File: src/bcht_defs.svh
`ifndef BCHT_DEFS_SVH
`define BCHT_DEFS_SVH

// Dword-aligned byte addresses of the three words this block owns
`define BCHT_OFF_IO_HIGH 8'h30
`define BCHT_OFF_CAP_PTR 8'h34
`define BCHT_OFF_INT_BCTL 8'h3C

// Byte offsets of the individual registers
`define BCHT_OFF_IO_BASE_HIGH 8'h30
`define BCHT_OFF_IO_LIMIT_HIGH 8'h32
`define BCHT_OFF_INT_LINE 8'h3C
`define BCHT_OFF_INT_PIN 8'h3D
`define BCHT_OFF_BCTL 8'h3E

// Reset and fixed values
`define BCHT_RST_IO_BASE_HIGH 16'h0000
`define BCHT_RST_IO_LIMIT_HIGH 16'h0000
`define BCHT_VAL_CAP_PTR 8'h40
`define BCHT_RST_INT_LINE 8'hFF
`define BCHT_VAL_INT_PIN 8'h00
`define BCHT_VAL_BCTL_RSVD 4'h0

// Bridge control field positions
`define BCHT_BCTL_MSG_EN_BIT 11
`define BCHT_BCTL_FLAG_BIT 10
`define BCHT_BCTL_PERIOD_BIT 9
`define BCHT_BCTL_RSVD_HI 15
`define BCHT_BCTL_RSVD_LO 12

// Composed I/O window low address fill
`define BCHT_IO_BASE_FILL 20'h00000
`define BCHT_IO_LIMIT_FILL 20'hFFFFF

`endif

File: src/bcht_pkg.sv
`default_nettype none
package bcht_pkg;

  typedef struct packed {
    logic req;
    logic we;
    logic [7:0] addr;
    logic [3:0] be;
    logic [31:0] wdata;
  } bcht_cfg_req_s;

  typedef struct packed {
    logic ack;
    logic [31:0] rdata;
  } bcht_cfg_rsp_s;

  typedef struct packed {
    logic valid;
    logic fatal;
  } bcht_err_msg_s;

endpackage
`default_nettype wire

File: src/bcht_sync2.sv
`timescale 1ns/100ps
`default_nettype none
module bcht_sync2 #(
  parameter int W = 4
) (
  input wire logic clk_i,
  input wire logic reset_i,
  input wire logic [W-1:0] async_i,
  output logic [W-1:0] sync_o
);

  logic [W-1:0] meta_ff;
  logic [W-1:0] sync_ff;

  always_ff @(posedge clk_i)
  begin
    if (reset_i)
    begin
      meta_ff <= '0;
      sync_ff <= '0;
    end
    else
    begin
      meta_ff <= async_i;
      sync_ff <= meta_ff;
    end
  end

  assign sync_o = sync_ff;

endmodule
`default_nettype wire

File: src/bcht_io_window.sv
`timescale 1ns/100ps
`default_nettype none
`include "bcht_defs.svh"
module bcht_io_window (
  input wire logic clk_i,
  input wire logic reset_i,
  input wire logic [15:0] base_high_i,
  input wire logic [15:0] limit_high_i,
  input wire logic io_valid_i,
  input wire logic [31:0] io_addr_i,
  output logic io_fwd_o
);

  logic [31:0] base_full;
  logic [31:0] limit_full;
  logic hit;
  logic fwd_ff;

  // Only the low 12 field bits fit a 32-bit address
  assign base_full = {base_high_i[11:0], `BCHT_IO_BASE_FILL};
  assign limit_full = {limit_high_i[11:0], `BCHT_IO_LIMIT_FILL};
  assign hit = (io_addr_i >= base_full) && (io_addr_i <= limit_full);

  always_ff @(posedge clk_i)
  begin
    if (reset_i)
      fwd_ff <= 1'b0;
    else
      fwd_ff <= io_valid_i && hit;
  end

  assign io_fwd_o = fwd_ff;

  property p_fwd_inside;
    @(posedge clk_i) disable iff (reset_i)
    io_fwd_o |-> ($past(io_addr_i)
      >= {$past(base_high_i[11:0]), `BCHT_IO_BASE_FILL})
      && ($past(io_addr_i)
      <= {$past(limit_high_i[11:0]), `BCHT_IO_LIMIT_FILL})
      && $past(io_valid_i);
  endproperty
  a_fwd_inside: assert property (p_fwd_inside)
    else $error("I/O forward outside window");

endmodule
`default_nettype wire

File: src/bcht_cfg_tail.sv
// Functional notes
// - I/O window base upper field, 16-bit RW, reset zero, low bits zero.
// - I/O window limit upper field, 16-bit RW, reset zero, low bits ones.
// - Capability pointer byte reads fixed 40h, read-only.
// - Interrupt line byte RW, resets FFh, pure scratch storage.
// - Interrupt pin byte reads 00h; writes ignored.
// - Secondary interrupts are forwarded to the primary side.
// - Bridge control bits 15:12 reserved, always read zero.
// - Bit 11 set: discard expiry sends error message on primary side.
// - Bit 11 effective only in conventional PCI secondary mode.
// - Fatal severity selectable only with error reporting; else nonfatal.
// - Bit 11 clear: message still sent if error reporting and unmasked.
// - Discard expiry deletes delayed transaction and sets status flag.
// - Status flag bit 10 reads 1 after a discard event.
`timescale 1ns/100ps
`default_nettype none
`include "bcht_defs.svh"
module bcht_cfg_tail
  import bcht_pkg::*;
#(
  parameter bit AER_SUPPORTED = 1'b1,
  parameter int INTX_W = 4
) (
  input wire logic clk_i,
  input wire logic reset_i,
  input wire bcht_cfg_req_s cfg_req_i,
  output bcht_cfg_rsp_s cfg_rsp_o,
  input wire logic [8:0] bctl_low_i,
  input wire logic io_valid_i,
  input wire logic [31:0] io_addr_i,
  output logic io_fwd_o,
  input wire logic [INTX_W-1:0] sec_intx_i,
  output logic [INTX_W-1:0] pri_intx_o,
  input wire logic discard_expire_i,
  input wire logic conventional_mode_i,
  input wire logic aer_discard_mask_i,
  input wire logic aer_severity_fatal_i,
  output logic dtx_delete_o,
  output bcht_err_msg_s err_msg_o,
  output logic secondary_discard_period_select_o,
  output logic [15:0] io_window_base_high_o,
  output logic [15:0] io_window_limit_high_o
);

  logic [15:0] io_window_base_high_field_ff;
  logic [15:0] io_window_limit_high_field_ff;
  logic [7:0] interrupt_line_scratch_ff;
  logic discard_expiry_msg_enable_ff;
  logic discard_expiry_flag_ff;
  logic secondary_discard_period_select_ff;
  logic dtx_delete_ff;
  bcht_err_msg_s err_msg_ff;
  bcht_cfg_rsp_s rsp_ff;
  logic wr_io;
  logic wr_int;
  logic hit;
  logic flag_clear;
  logic msg_send;

  function automatic logic decode_hit(input logic [7:0] addr);
    decode_hit = (addr == `BCHT_OFF_IO_HIGH) || (addr == `BCHT_OFF_CAP_PTR)
      || (addr == `BCHT_OFF_INT_BCTL);
  endfunction

  function automatic logic [15:0] bctl_word(input logic msg_en,
    input logic flag, input logic period, input logic [8:0] low);
    bctl_word = {`BCHT_VAL_BCTL_RSVD, msg_en, flag, period, low};
  endfunction

  assign hit = decode_hit(cfg_req_i.addr);
  assign wr_io = cfg_req_i.req && cfg_req_i.we
    && (cfg_req_i.addr == `BCHT_OFF_IO_HIGH);
  assign wr_int = cfg_req_i.req && cfg_req_i.we
    && (cfg_req_i.addr == `BCHT_OFF_INT_BCTL);

  // Window fields, byte lanes honoured
  always_ff @(posedge clk_i)
  begin
    if (reset_i)
    begin
      io_window_base_high_field_ff <= `BCHT_RST_IO_BASE_HIGH;
      io_window_limit_high_field_ff <= `BCHT_RST_IO_LIMIT_HIGH;
    end
    else if (wr_io)
    begin
      if (cfg_req_i.be[0])
        io_window_base_high_field_ff[7:0] <= cfg_req_i.wdata[7:0];
      if (cfg_req_i.be[1])
        io_window_base_high_field_ff[15:8] <= cfg_req_i.wdata[15:8];
      if (cfg_req_i.be[2])
        io_window_limit_high_field_ff[7:0] <= cfg_req_i.wdata[23:16];
      if (cfg_req_i.be[3])
        io_window_limit_high_field_ff[15:8] <= cfg_req_i.wdata[31:24];
    end
  end

  // Scratch only; nothing in the bridge reads it
  always_ff @(posedge clk_i)
  begin
    if (reset_i)
      interrupt_line_scratch_ff <= `BCHT_RST_INT_LINE;
    else if (wr_int && cfg_req_i.be[0])
      interrupt_line_scratch_ff <= cfg_req_i.wdata[7:0];
  end

  // Pin byte (lane 1) and reserved bits have no storage at all
  always_ff @(posedge clk_i)
  begin
    if (reset_i)
    begin
      discard_expiry_msg_enable_ff <= 1'b0;
      secondary_discard_period_select_ff <= 1'b0;
    end
    else if (wr_int && cfg_req_i.be[3])
    begin
      discard_expiry_msg_enable_ff <=
        cfg_req_i.wdata[16 + `BCHT_BCTL_MSG_EN_BIT];
      secondary_discard_period_select_ff <=
        cfg_req_i.wdata[16 + `BCHT_BCTL_PERIOD_BIT];
    end
  end

  // Write one to clear; a new expiry in the same cycle wins
  assign flag_clear = wr_int && cfg_req_i.be[3]
    && cfg_req_i.wdata[16 + `BCHT_BCTL_FLAG_BIT];

  always_ff @(posedge clk_i)
  begin
    if (reset_i)
      discard_expiry_flag_ff <= 1'b0;
    else if (discard_expire_i)
      discard_expiry_flag_ff <= 1'b1;
    else if (flag_clear)
      discard_expiry_flag_ff <= 1'b0;
  end

  // Discard queue delete strobe
  always_ff @(posedge clk_i)
  begin
    if (reset_i)
      dtx_delete_ff <= 1'b0;
    else
      dtx_delete_ff <= discard_expire_i;
  end

  // Error message path
  assign msg_send = discard_expire_i && conventional_mode_i
    && (discard_expiry_msg_enable_ff
      || (AER_SUPPORTED && !aer_discard_mask_i));

  always_ff @(posedge clk_i)
  begin
    if (reset_i)
      err_msg_ff <= '0;
    else
    begin
      err_msg_ff.valid <= msg_send;
      err_msg_ff.fatal <= msg_send && AER_SUPPORTED
        && aer_severity_fatal_i;
    end
  end

  // Read answer, one cycle after the request
  always_ff @(posedge clk_i)
  begin
    if (reset_i)
      rsp_ff <= '0;
    else
    begin
      rsp_ff.ack <= cfg_req_i.req && hit;
      if (cfg_req_i.req && !cfg_req_i.we)
      begin
        unique case (cfg_req_i.addr)
          `BCHT_OFF_IO_HIGH:
            rsp_ff.rdata <= {io_window_limit_high_field_ff,
              io_window_base_high_field_ff};
          `BCHT_OFF_CAP_PTR:
            rsp_ff.rdata <= {24'h000000, `BCHT_VAL_CAP_PTR};
          `BCHT_OFF_INT_BCTL:
            rsp_ff.rdata <= {bctl_word(discard_expiry_msg_enable_ff,
              discard_expiry_flag_ff, secondary_discard_period_select_ff,
              bctl_low_i), `BCHT_VAL_INT_PIN,
              interrupt_line_scratch_ff};
          default:
            rsp_ff.rdata <= 32'h00000000;
        endcase
      end
    end
  end

  assign cfg_rsp_o = rsp_ff;
  assign dtx_delete_o = dtx_delete_ff;
  assign err_msg_o = err_msg_ff;
  assign secondary_discard_period_select_o =
    secondary_discard_period_select_ff;
  assign io_window_base_high_o = io_window_base_high_field_ff;
  assign io_window_limit_high_o = io_window_limit_high_field_ff;

  // Interrupt wires cross in from the secondary pins
  bcht_sync2 #(
    .W(INTX_W)
  ) u_intx_sync (
    .clk_i(clk_i),
    .reset_i(reset_i),
    .async_i(sec_intx_i),
    .sync_o(pri_intx_o)
  );

  bcht_io_window u_io_window (
    .clk_i(clk_i),
    .reset_i(reset_i),
    .base_high_i(io_window_base_high_field_ff),
    .limit_high_i(io_window_limit_high_field_ff),
    .io_valid_i(io_valid_i),
    .io_addr_i(io_addr_i),
    .io_fwd_o(io_fwd_o)
  );

  property p_base_write;
    @(posedge clk_i) disable iff (reset_i)
    (wr_io && cfg_req_i.be[1:0] == 2'b11)
      |=> io_window_base_high_o == $past(cfg_req_i.wdata[15:0]);
  endproperty
  a_base_write: assert property (p_base_write)
    else $error("Base field did not take written value");

  property p_limit_write;
    @(posedge clk_i) disable iff (reset_i)
    (wr_io && cfg_req_i.be[3:2] == 2'b11)
      |=> io_window_limit_high_o == $past(cfg_req_i.wdata[31:16]);
  endproperty
  a_limit_write: assert property (p_limit_write)
    else $error("Limit field did not take written value");

  property p_cap_read;
    @(posedge clk_i) disable iff (reset_i)
    (cfg_req_i.req && !cfg_req_i.we && cfg_req_i.addr == `BCHT_OFF_CAP_PTR)
      |=> cfg_rsp_o.ack
        && cfg_rsp_o.rdata == {24'h000000, `BCHT_VAL_CAP_PTR};
  endproperty
  a_cap_read: assert property (p_cap_read)
    else $error("Capability pointer read wrong");

  property p_line_reset;
    @(posedge clk_i)
    $past(reset_i) && !reset_i
      |-> interrupt_line_scratch_ff == `BCHT_RST_INT_LINE;
  endproperty
  a_line_reset: assert property (p_line_reset)
    else $error("Interrupt line not FFh after reset");

  property p_pin_rsvd_read;
    @(posedge clk_i) disable iff (reset_i)
    (cfg_req_i.req && !cfg_req_i.we && cfg_req_i.addr == `BCHT_OFF_INT_BCTL)
      |=> cfg_rsp_o.rdata[15:8] == `BCHT_VAL_INT_PIN
        && cfg_rsp_o.rdata[31:28] == `BCHT_VAL_BCTL_RSVD;
  endproperty
  a_pin_rsvd_read: assert property (p_pin_rsvd_read)
    else $error("Pin byte or reserved bits not zero");

  property p_intx_fwd;
    @(posedge clk_i) disable iff (reset_i)
    !$past(reset_i) && !$past(reset_i, 2)
      |-> pri_intx_o == $past(sec_intx_i, 2);
  endproperty
  a_intx_fwd: assert property (p_intx_fwd)
    else $error("Secondary interrupt not forwarded in two cycles");

  property p_msg_enabled;
    @(posedge clk_i) disable iff (reset_i)
    (discard_expire_i && conventional_mode_i && discard_expiry_msg_enable_ff)
      |=> err_msg_o.valid;
  endproperty
  a_msg_enabled: assert property (p_msg_enabled)
    else $error("Enabled discard expiry sent no message");

  property p_msg_mode;
    @(posedge clk_i) disable iff (reset_i)
    err_msg_o.valid |-> $past(conventional_mode_i) && $past(discard_expire_i);
  endproperty
  a_msg_mode: assert property (p_msg_mode)
    else $error("Message outside conventional mode or without expiry");

  property p_severity;
    @(posedge clk_i) disable iff (reset_i)
    err_msg_o.fatal |-> err_msg_o.valid && AER_SUPPORTED;
  endproperty
  a_severity: assert property (p_severity)
    else $error("Fatal severity without error reporting");

  property p_unmasked;
    @(posedge clk_i) disable iff (reset_i)
    (discard_expire_i && conventional_mode_i && !discard_expiry_msg_enable_ff
      && AER_SUPPORTED && !aer_discard_mask_i) |=> err_msg_o.valid;
  endproperty
  a_unmasked: assert property (p_unmasked)
    else $error("Unmasked discard expiry sent no message");

  property p_flag_set;
    @(posedge clk_i) disable iff (reset_i)
    discard_expire_i |=> discard_expiry_flag_ff && dtx_delete_o;
  endproperty
  a_flag_set: assert property (p_flag_set)
    else $error("Discard expiry did not set flag and delete");

endmodule
`default_nettype wire

File: config.mk
export PLATFORM = sky130hd
export DESIGN_NAME = bcht_cfg_tail
export DESIGN_NICKNAME = d
export VERILOG_FILES = /design/src/bcht_pkg.sv /design/src/bcht_sync2.sv /design/src/bcht_io_window.sv /design/src/bcht_cfg_tail.sv
export VERILOG_INCLUDE_DIRS = /design/src
export SDC_FILE = /design/constraint.sdc
export NUM_CORES = 1
export LEC_CHECK = 0
export ABC_CLOCK_PERIOD_IN_PS = 1600
export BUFFER_PORTS_ARGS = -buffer_cell sky130_fd_sc_hd__clkbuf_2
export CAP_MARGIN = 40
export CELL_PAD_IN_SITES_DETAIL_PLACEMENT = 0
export CELL_PAD_IN_SITES_GLOBAL_PLACEMENT = 1
export CORE_UTILIZATION = 32
export DETAILED_ROUTE_END_ITERATION = 10
export GPL_TIMING_DRIVEN = 0
export PLACE_DENSITY_LB_ADDON = 0.1
export SLEW_MARGIN = 20
export SYNTH_ARGS = -nofsm -noshare
export SYNTH_HDL_FRONTEND = slang
export SYNTH_HIERARCHICAL = 1
export SYNTH_SLANG_ARGS = --single-unit
export TNS_END_PERCENT = 1
File: constraint.sdc
create_clock -name clk_i -period 1.6 [get_ports clk_i]
set_input_delay 0.32 -clock clk_i [delete_from_list [all_inputs] [get_ports clk_i]]
set_output_delay 0.32 -clock clk_i [all_outputs]
set_load 0.05 [all_outputs]
== Word level (Yosys, flattened, before mapping) ==
Index checks and enable logic that the tools add are counted.
Word-level totals
  flip-flop bits (word level): 88
  input bits: 98
  output and inout bits: 74
Operators by class
  order comparisons: 2
  eq/ne operators: 3
  muxes and demuxes: 3
  reduce and logical (&&, ||, !) cells: 23
Operator list (count)
  $pmux 32 s3: 1
  $ge 32x32->1: 1
  $le 32x32->1: 1
  $eq 8x6->1 const B: 3
  $logic_and 1x1->1: 13
  $reduce_and 2->1: 4
  $logic_or 1x1->1: 3
  $logic_not 1->1: 2
  $mux 1: 2
  $reduce_bool 2->1: 1

== Depth between registers and ports, before layout ==
  depth in word-level cells: 6
  gate-level depth with buffers: 7
  gate-level depth less buffers: 7

== By module ==
Netlist, hierarchy kept.
Modules (own cells, without submodules)
  bcht_cfg_tail: times used 1, cells each 402, area each 3463.3 um^2, seq. area each 1581.5 um^2
  bcht_io_window: times used 1, cells each 100, area each 730.7 um^2, seq. area each 20.0 um^2
  bcht_sync2: times used 1, cells each 16, area each 210.2 um^2, seq. area each 160.2 um^2

== Worst setup path before layout ==
Ideal clock, no wire load.
  kind: reg-to-reg
  start point: register io_window_base_high_field_ff[3] (netlist: io_window_base_high_o[3])
  end point: register u_io_window.fwd_ff (netlist: u_io_window/io_fwd_o)
  library setup time: 0.086 ns
  arrival time: 1.890 ns
  required time: 1.514 ns
  slack: -0.377 ns
  cell stages (with the launch flop): 8
  buffers on the path: 0
  clock period less this slack: 1.977 ns
  cell sequence: dfxtp_1 > inv_1 > ha_1 > and4bb_2 > nand4_1 > nor4_1 > a211oi_1 > a221oi_2
On the way
  cells in the longest elaborated chain, start to end: 3
RTL lines
  from (decl): line bcht_cfg_tail.sv:45  | logic [15:0] io_window_base_high_field_ff;
  from (signal assigned): line bcht_cfg_tail.sv:81  | io_window_base_high_field_ff <= `BCHT_RST_IO_BASE_HIGH;
  from (signal assigned): line bcht_cfg_tail.sv:87  | io_window_base_high_field_ff[7:0] <= cfg_req_i.wdata[7:0];
  $ge 32x32->1: line bcht_io_window.sv:22  | assign hit = (io_addr_i >= base_full) && (io_addr_i <= limit_full);
  $logic_and 1x1->1: line bcht_io_window.sv:22
  $logic_and 1x1->1: line bcht_io_window.sv:29  | fwd_ff <= io_valid_i && hit;
  to (signal assigned): line bcht_io_window.sv:29
  to (decl): line bcht_io_window.sv:17  | logic fwd_ff;
Every way passes these cells.
A chain may end at the register's enable or synchronous reset.

== Worst setup path after layout ==
  start point: register io_window_limit_high_field_ff[1] (netlist: io_window_limit_high_o[1])
  end point: register u_io_window.fwd_ff (netlist: u_io_window/io_fwd_o)
On the way
  cells in the longest elaborated chain, start to end: 3
RTL lines
  from (decl): line bcht_cfg_tail.sv:46  | logic [15:0] io_window_limit_high_field_ff;
  from (signal assigned): line bcht_cfg_tail.sv:82  | io_window_limit_high_field_ff <= `BCHT_RST_IO_LIMIT_HIGH;
  from (signal assigned): line bcht_cfg_tail.sv:91  | io_window_limit_high_field_ff[7:0] <= cfg_req_i.wdata[23:16];
  $le 32x32->1: line bcht_io_window.sv:22
  $logic_and 1x1->1: line bcht_io_window.sv:22
  $logic_and 1x1->1: line bcht_io_window.sv:29
Every way passes these cells.

==> results.json <==
{
  "layout.cells.most_common_list": "175 x clkbuf_2, 105 x nand2_1, 65 x dfxtp_1, 42 x mux2i_1, 39 x a21oi_1",
  "initialDrtViolationCount": 231,
  "synth_area_per_cell_um2": 8.50,
  "min-delay-start": "aer_severity_fatal_i",
  "number_of_antenna_repair_diodes": 0,
  "layout_min_cycle_time_ps": 1670,
  "areaGrowthSynthToFinish_pct": 33.6,
  "grt_first_pass_wirelength_mm": 22.3,
  "path_cells": "inv_1 -> ha_1 -> a21oi_1 -> o21ai_0 -> a221oi_1 -> o21ai_1 -> a221oi_2",
  "layout_commonest_cell": "clkbuf_2",
  "critPathMaxStageDelay_ps": 360,
  "ctsRootBufferMaster": "clkbuf_16",
  "grt_start_max_net_pins": 16,
  "cts_num_sinks": 88,
  "netlist_instances": 518,
  "synth_seq_area_share": 0.400,
  "cp-end-kind": "flop",
  "final_net_count": 822,
  "worst_skew_pair.late_latency_ps": 350,
  "antenna_violating_nets_post_route": 0,
  "die_w_um": 119,
  "hp-class": "in2reg",
  "endpoint_of_the_worst_hold_timing_path": "err_msg_o[0]",
  "dr.pass1.iters": 4,
  "timing.setup.critical_path_class": "reg2reg",
  "timing.reg2reg.worst_path_depth": 7,
  "worst-endpoint-arrival_ps": 1930,
  "status": "finished, violations left",
  "core.rowCount": 42,
  "fmax_mhz": 600,
  "rsz_0062_raised_after_global_routing": "yes",
  "io_buffer_count": 169,
  "design.die.area_mm2": 0.0142,
  "critical_path.top_delay_family": "compound AO/OA/AOI/OAI gates",
  "dp.final_hpwl_mm": 11.7,
  "unique_cell_type_count_in_the_yosys_netlist": 37,
  "ys.warnings.count": 6,
  "cts_inserted_buffers": 9,
  "standard_cell_core_area_mm2": 0.0133,
  "failing_checks": "negative setup slack",
  "cts_tree": "yes",
  "cellPowerDensity_mw_per_mm2": 824,
  "clock_tree.buffer_depth": 2,
  "post-route-drc-count": 0,
  "timing.rr.start": "io_window_limit_high_o[1]",
  "worstPathMaxFanout": 3,
  "post_synth_main_area_contributors": "dfxtp_1 40%, mux2i_1 9.5%, nand2_1 8.9%",
  "startpoint": "io_window_limit_high_o[1]",
  "post-route-worst-setup-slack_ps": -67.1,
  "count_of_flip_flops_with_a_built_in_enable_after_synthesis": 0,
  "synth.net_count": 640,
  "hold_violations": 0,
  "cts_hold_buf": 0,
  "grt_overflow_total": 0,
  "finish.cell_count_without_fillers": 881,
  "total_standard_cell_area_after_synthesis_mm2": 0.00440,
  "routed_wire_length_per_instance_um": 16.6,
  "synth.ff_latch_count": 88,
  "vias": 4393,
  "post_drt_via_cell_ratio": 4.99,
  "grt_antenna_before_repair": 0,
  "peakVddDrop_v": 0.000409,
  "layout_worst_path_cycle_share": 1.04,
  "post-layout-total-power_mw": 4.85,
  "relSlewSlack": 0.635,
  "required_ps": 1860,
  "synth_largest_area_cell": "dfxtp_1",
  "grt_pass1_vias": 4265,
  "synth-async-reset-ratio": 0,
  "fp.dieH_um": 119,
  "yosys.area.top_type_share": 0.400,
  "maxCapViolations": 0,
  "leakagePower_nw": 2.65,
  "rrSetupSlack_ps": -70,
  "globalRouteTotalUtil": 0.206,
  "wirelength_mm": 14.6,
  "worstHoldPathCells": 2,
  "clkSlewWorstSetupHoldPaths_ps": 70,
  "dp_cells": 863,
  "pin_count": 172,
  "fin_area_mm2": 0.00588,
  "least_margin_pin_slew_ps": 547,
  "fin_skew_ps": 4.99,
  "worst_path_max_delay_cell": "dfxtp_4",
  "timing.critical_path.buf_inv": 1,
  "globalplace.congestion": 0.817,
  "htree_num_levels": 3,
  "floorplan.initialDensity": 0.330,
  "post_route_cells_drive_above_1_share": 0.342,
  "most_instantiated_flip_flop_cell_in_the_synthesis_netlist": "dfxtp_1",
  "placed_cell_area_mm2": 0.00552,
  "critical_path.startpoint_type": "flop",
  "setup_viol_count_final": 1,
  "worst_r2r_endpoint": "u_io_window/io_fwd_o",
  "slew_violations": 0
}
repair_timing:
| item | in CTS | in global routing |
|---|---|---|
| setup buffers | 0 | 2 |
| gates cloned | 0 | 0 |
| pin swaps | 2 | 2 |
| endpoints found under the setup margin | 41 | 16 |
| gates resized for setup | 9 | 7 |
worst max path at each step:
| stage | end | slack, ps | cells after the start |
|---|---|---|---|
| after floorplan | u_io_window/io_fwd_o | -70 | 7 |
| after global placement | io_window_base_high_o[10] | -640 | 7 |
| after detailed placement | io_window_base_high_o[9] | -650 | 7 |
| after CTS | u_io_window/io_fwd_o | -80 | 7 |
| after global routing | u_io_window/io_fwd_o | -150 | 7 |
| final | u_io_window/io_fwd_o | -70 | 7 |
cells in the mapped netlist (all sizes together), types with 2 or more instances:
| cell type | n |
|---|---|
| ha | 24 |
| nor2b | 12 |
| and3 | 20 |
| o21ai | 2 |
| nand4 | 27 |
| a21o | 2 |
| nand2 | 105 |
| clkbuf | 30 |
| a21oi | 39 |
| and2 | 2 |
| dfxtp | 88 |
| o2111ai | 19 |
| nor2 | 22 |
| a211oi | 2 |
| nand2b | 4 |
| inv | 25 |
| mux2i | 42 |
| a221oi | 2 |
| buf | 10 |
| nor4 | 7 |
| nor3b | 19 |
| nand3 | 4 |
| and4 | 3 |
stage by stage:
| step | util | setup WS (ps) | setup TNS [ps] | hold slack, ps |
|---|---|---|---|---|
| after floorplan | - | -71.7 | -71.7 | 392 |
| final | 0.441 | -67.1 | -67.1 | 176 |
| after CTS | 0.438 | -76.7 | -76.7 | 173 |
| after detailed placement | 0.414 | -655 | -28800 | 425 |
| after global routing | 0.441 | -155 | -166 | 181 |
| after global placement | 0.414 | -641 | -27880 | 417 |
report_power, final:
group | switching, mW | internal [mW] | total (mW) | leakage [nW]
Combinational | 0.324 | 0.194 | 0.518 | 1.78
Sequential | 0.00479 | 2.20 | 2.20 | 0.725
Clock | 0.910 | 1.22 | 2.13 | 0.139
Total | 1.24 | 3.61 | 4.85 | 2.65
sequential cells by signal, summed over array words and instances (netlist names):
register	count
err_msg_o	2
u_io_window/io_fwd_o	1
secondary_discard_period_select_o	1
u_intx_sync/sync_o	4
dtx_delete_o	1
discard_expiry_msg_enable_ff	1
io_window_limit_high_o	16
cfg_rsp_o	33
interrupt_line_scratch_ff	8
u_intx_sync/meta_ff	4
io_window_base_high_o	16
discard_expiry_flag_ff	1
cells by family after synthesis:
logic type      share of synthesized area
fa+ha+maj                          0.0682
simple gates                        0.274
compound gates                      0.105
mux                                0.0955
buf+inv                            0.0577
flops                               0.400
area by class of cell:
type / count / area [µm²]
clock buffers: 10 / 229
clock inverters: 6 / 67.6
well taps: 176 / 220
repair buffers: 171 / 861
inverters: 25 / 93.8
fillers: 1421 / 7460
flip-flops and latches: 88 / 1800
multi-input cells: 365 / 2440
plain buffers: 40 / 171
per-layer routing:
layer / up-vias / global-route usage / part of all wire
met5: - / 0 / 0
met4: 0 / 0.0695 / 0.012
met3: 16 / 0.0599 / 0.082
met2: 174 / 0.330 / 0.45
met1: 2010 / 0.263 / 0.45
li1: 2193 / - / -
Power figures use the tool's default switching activity.
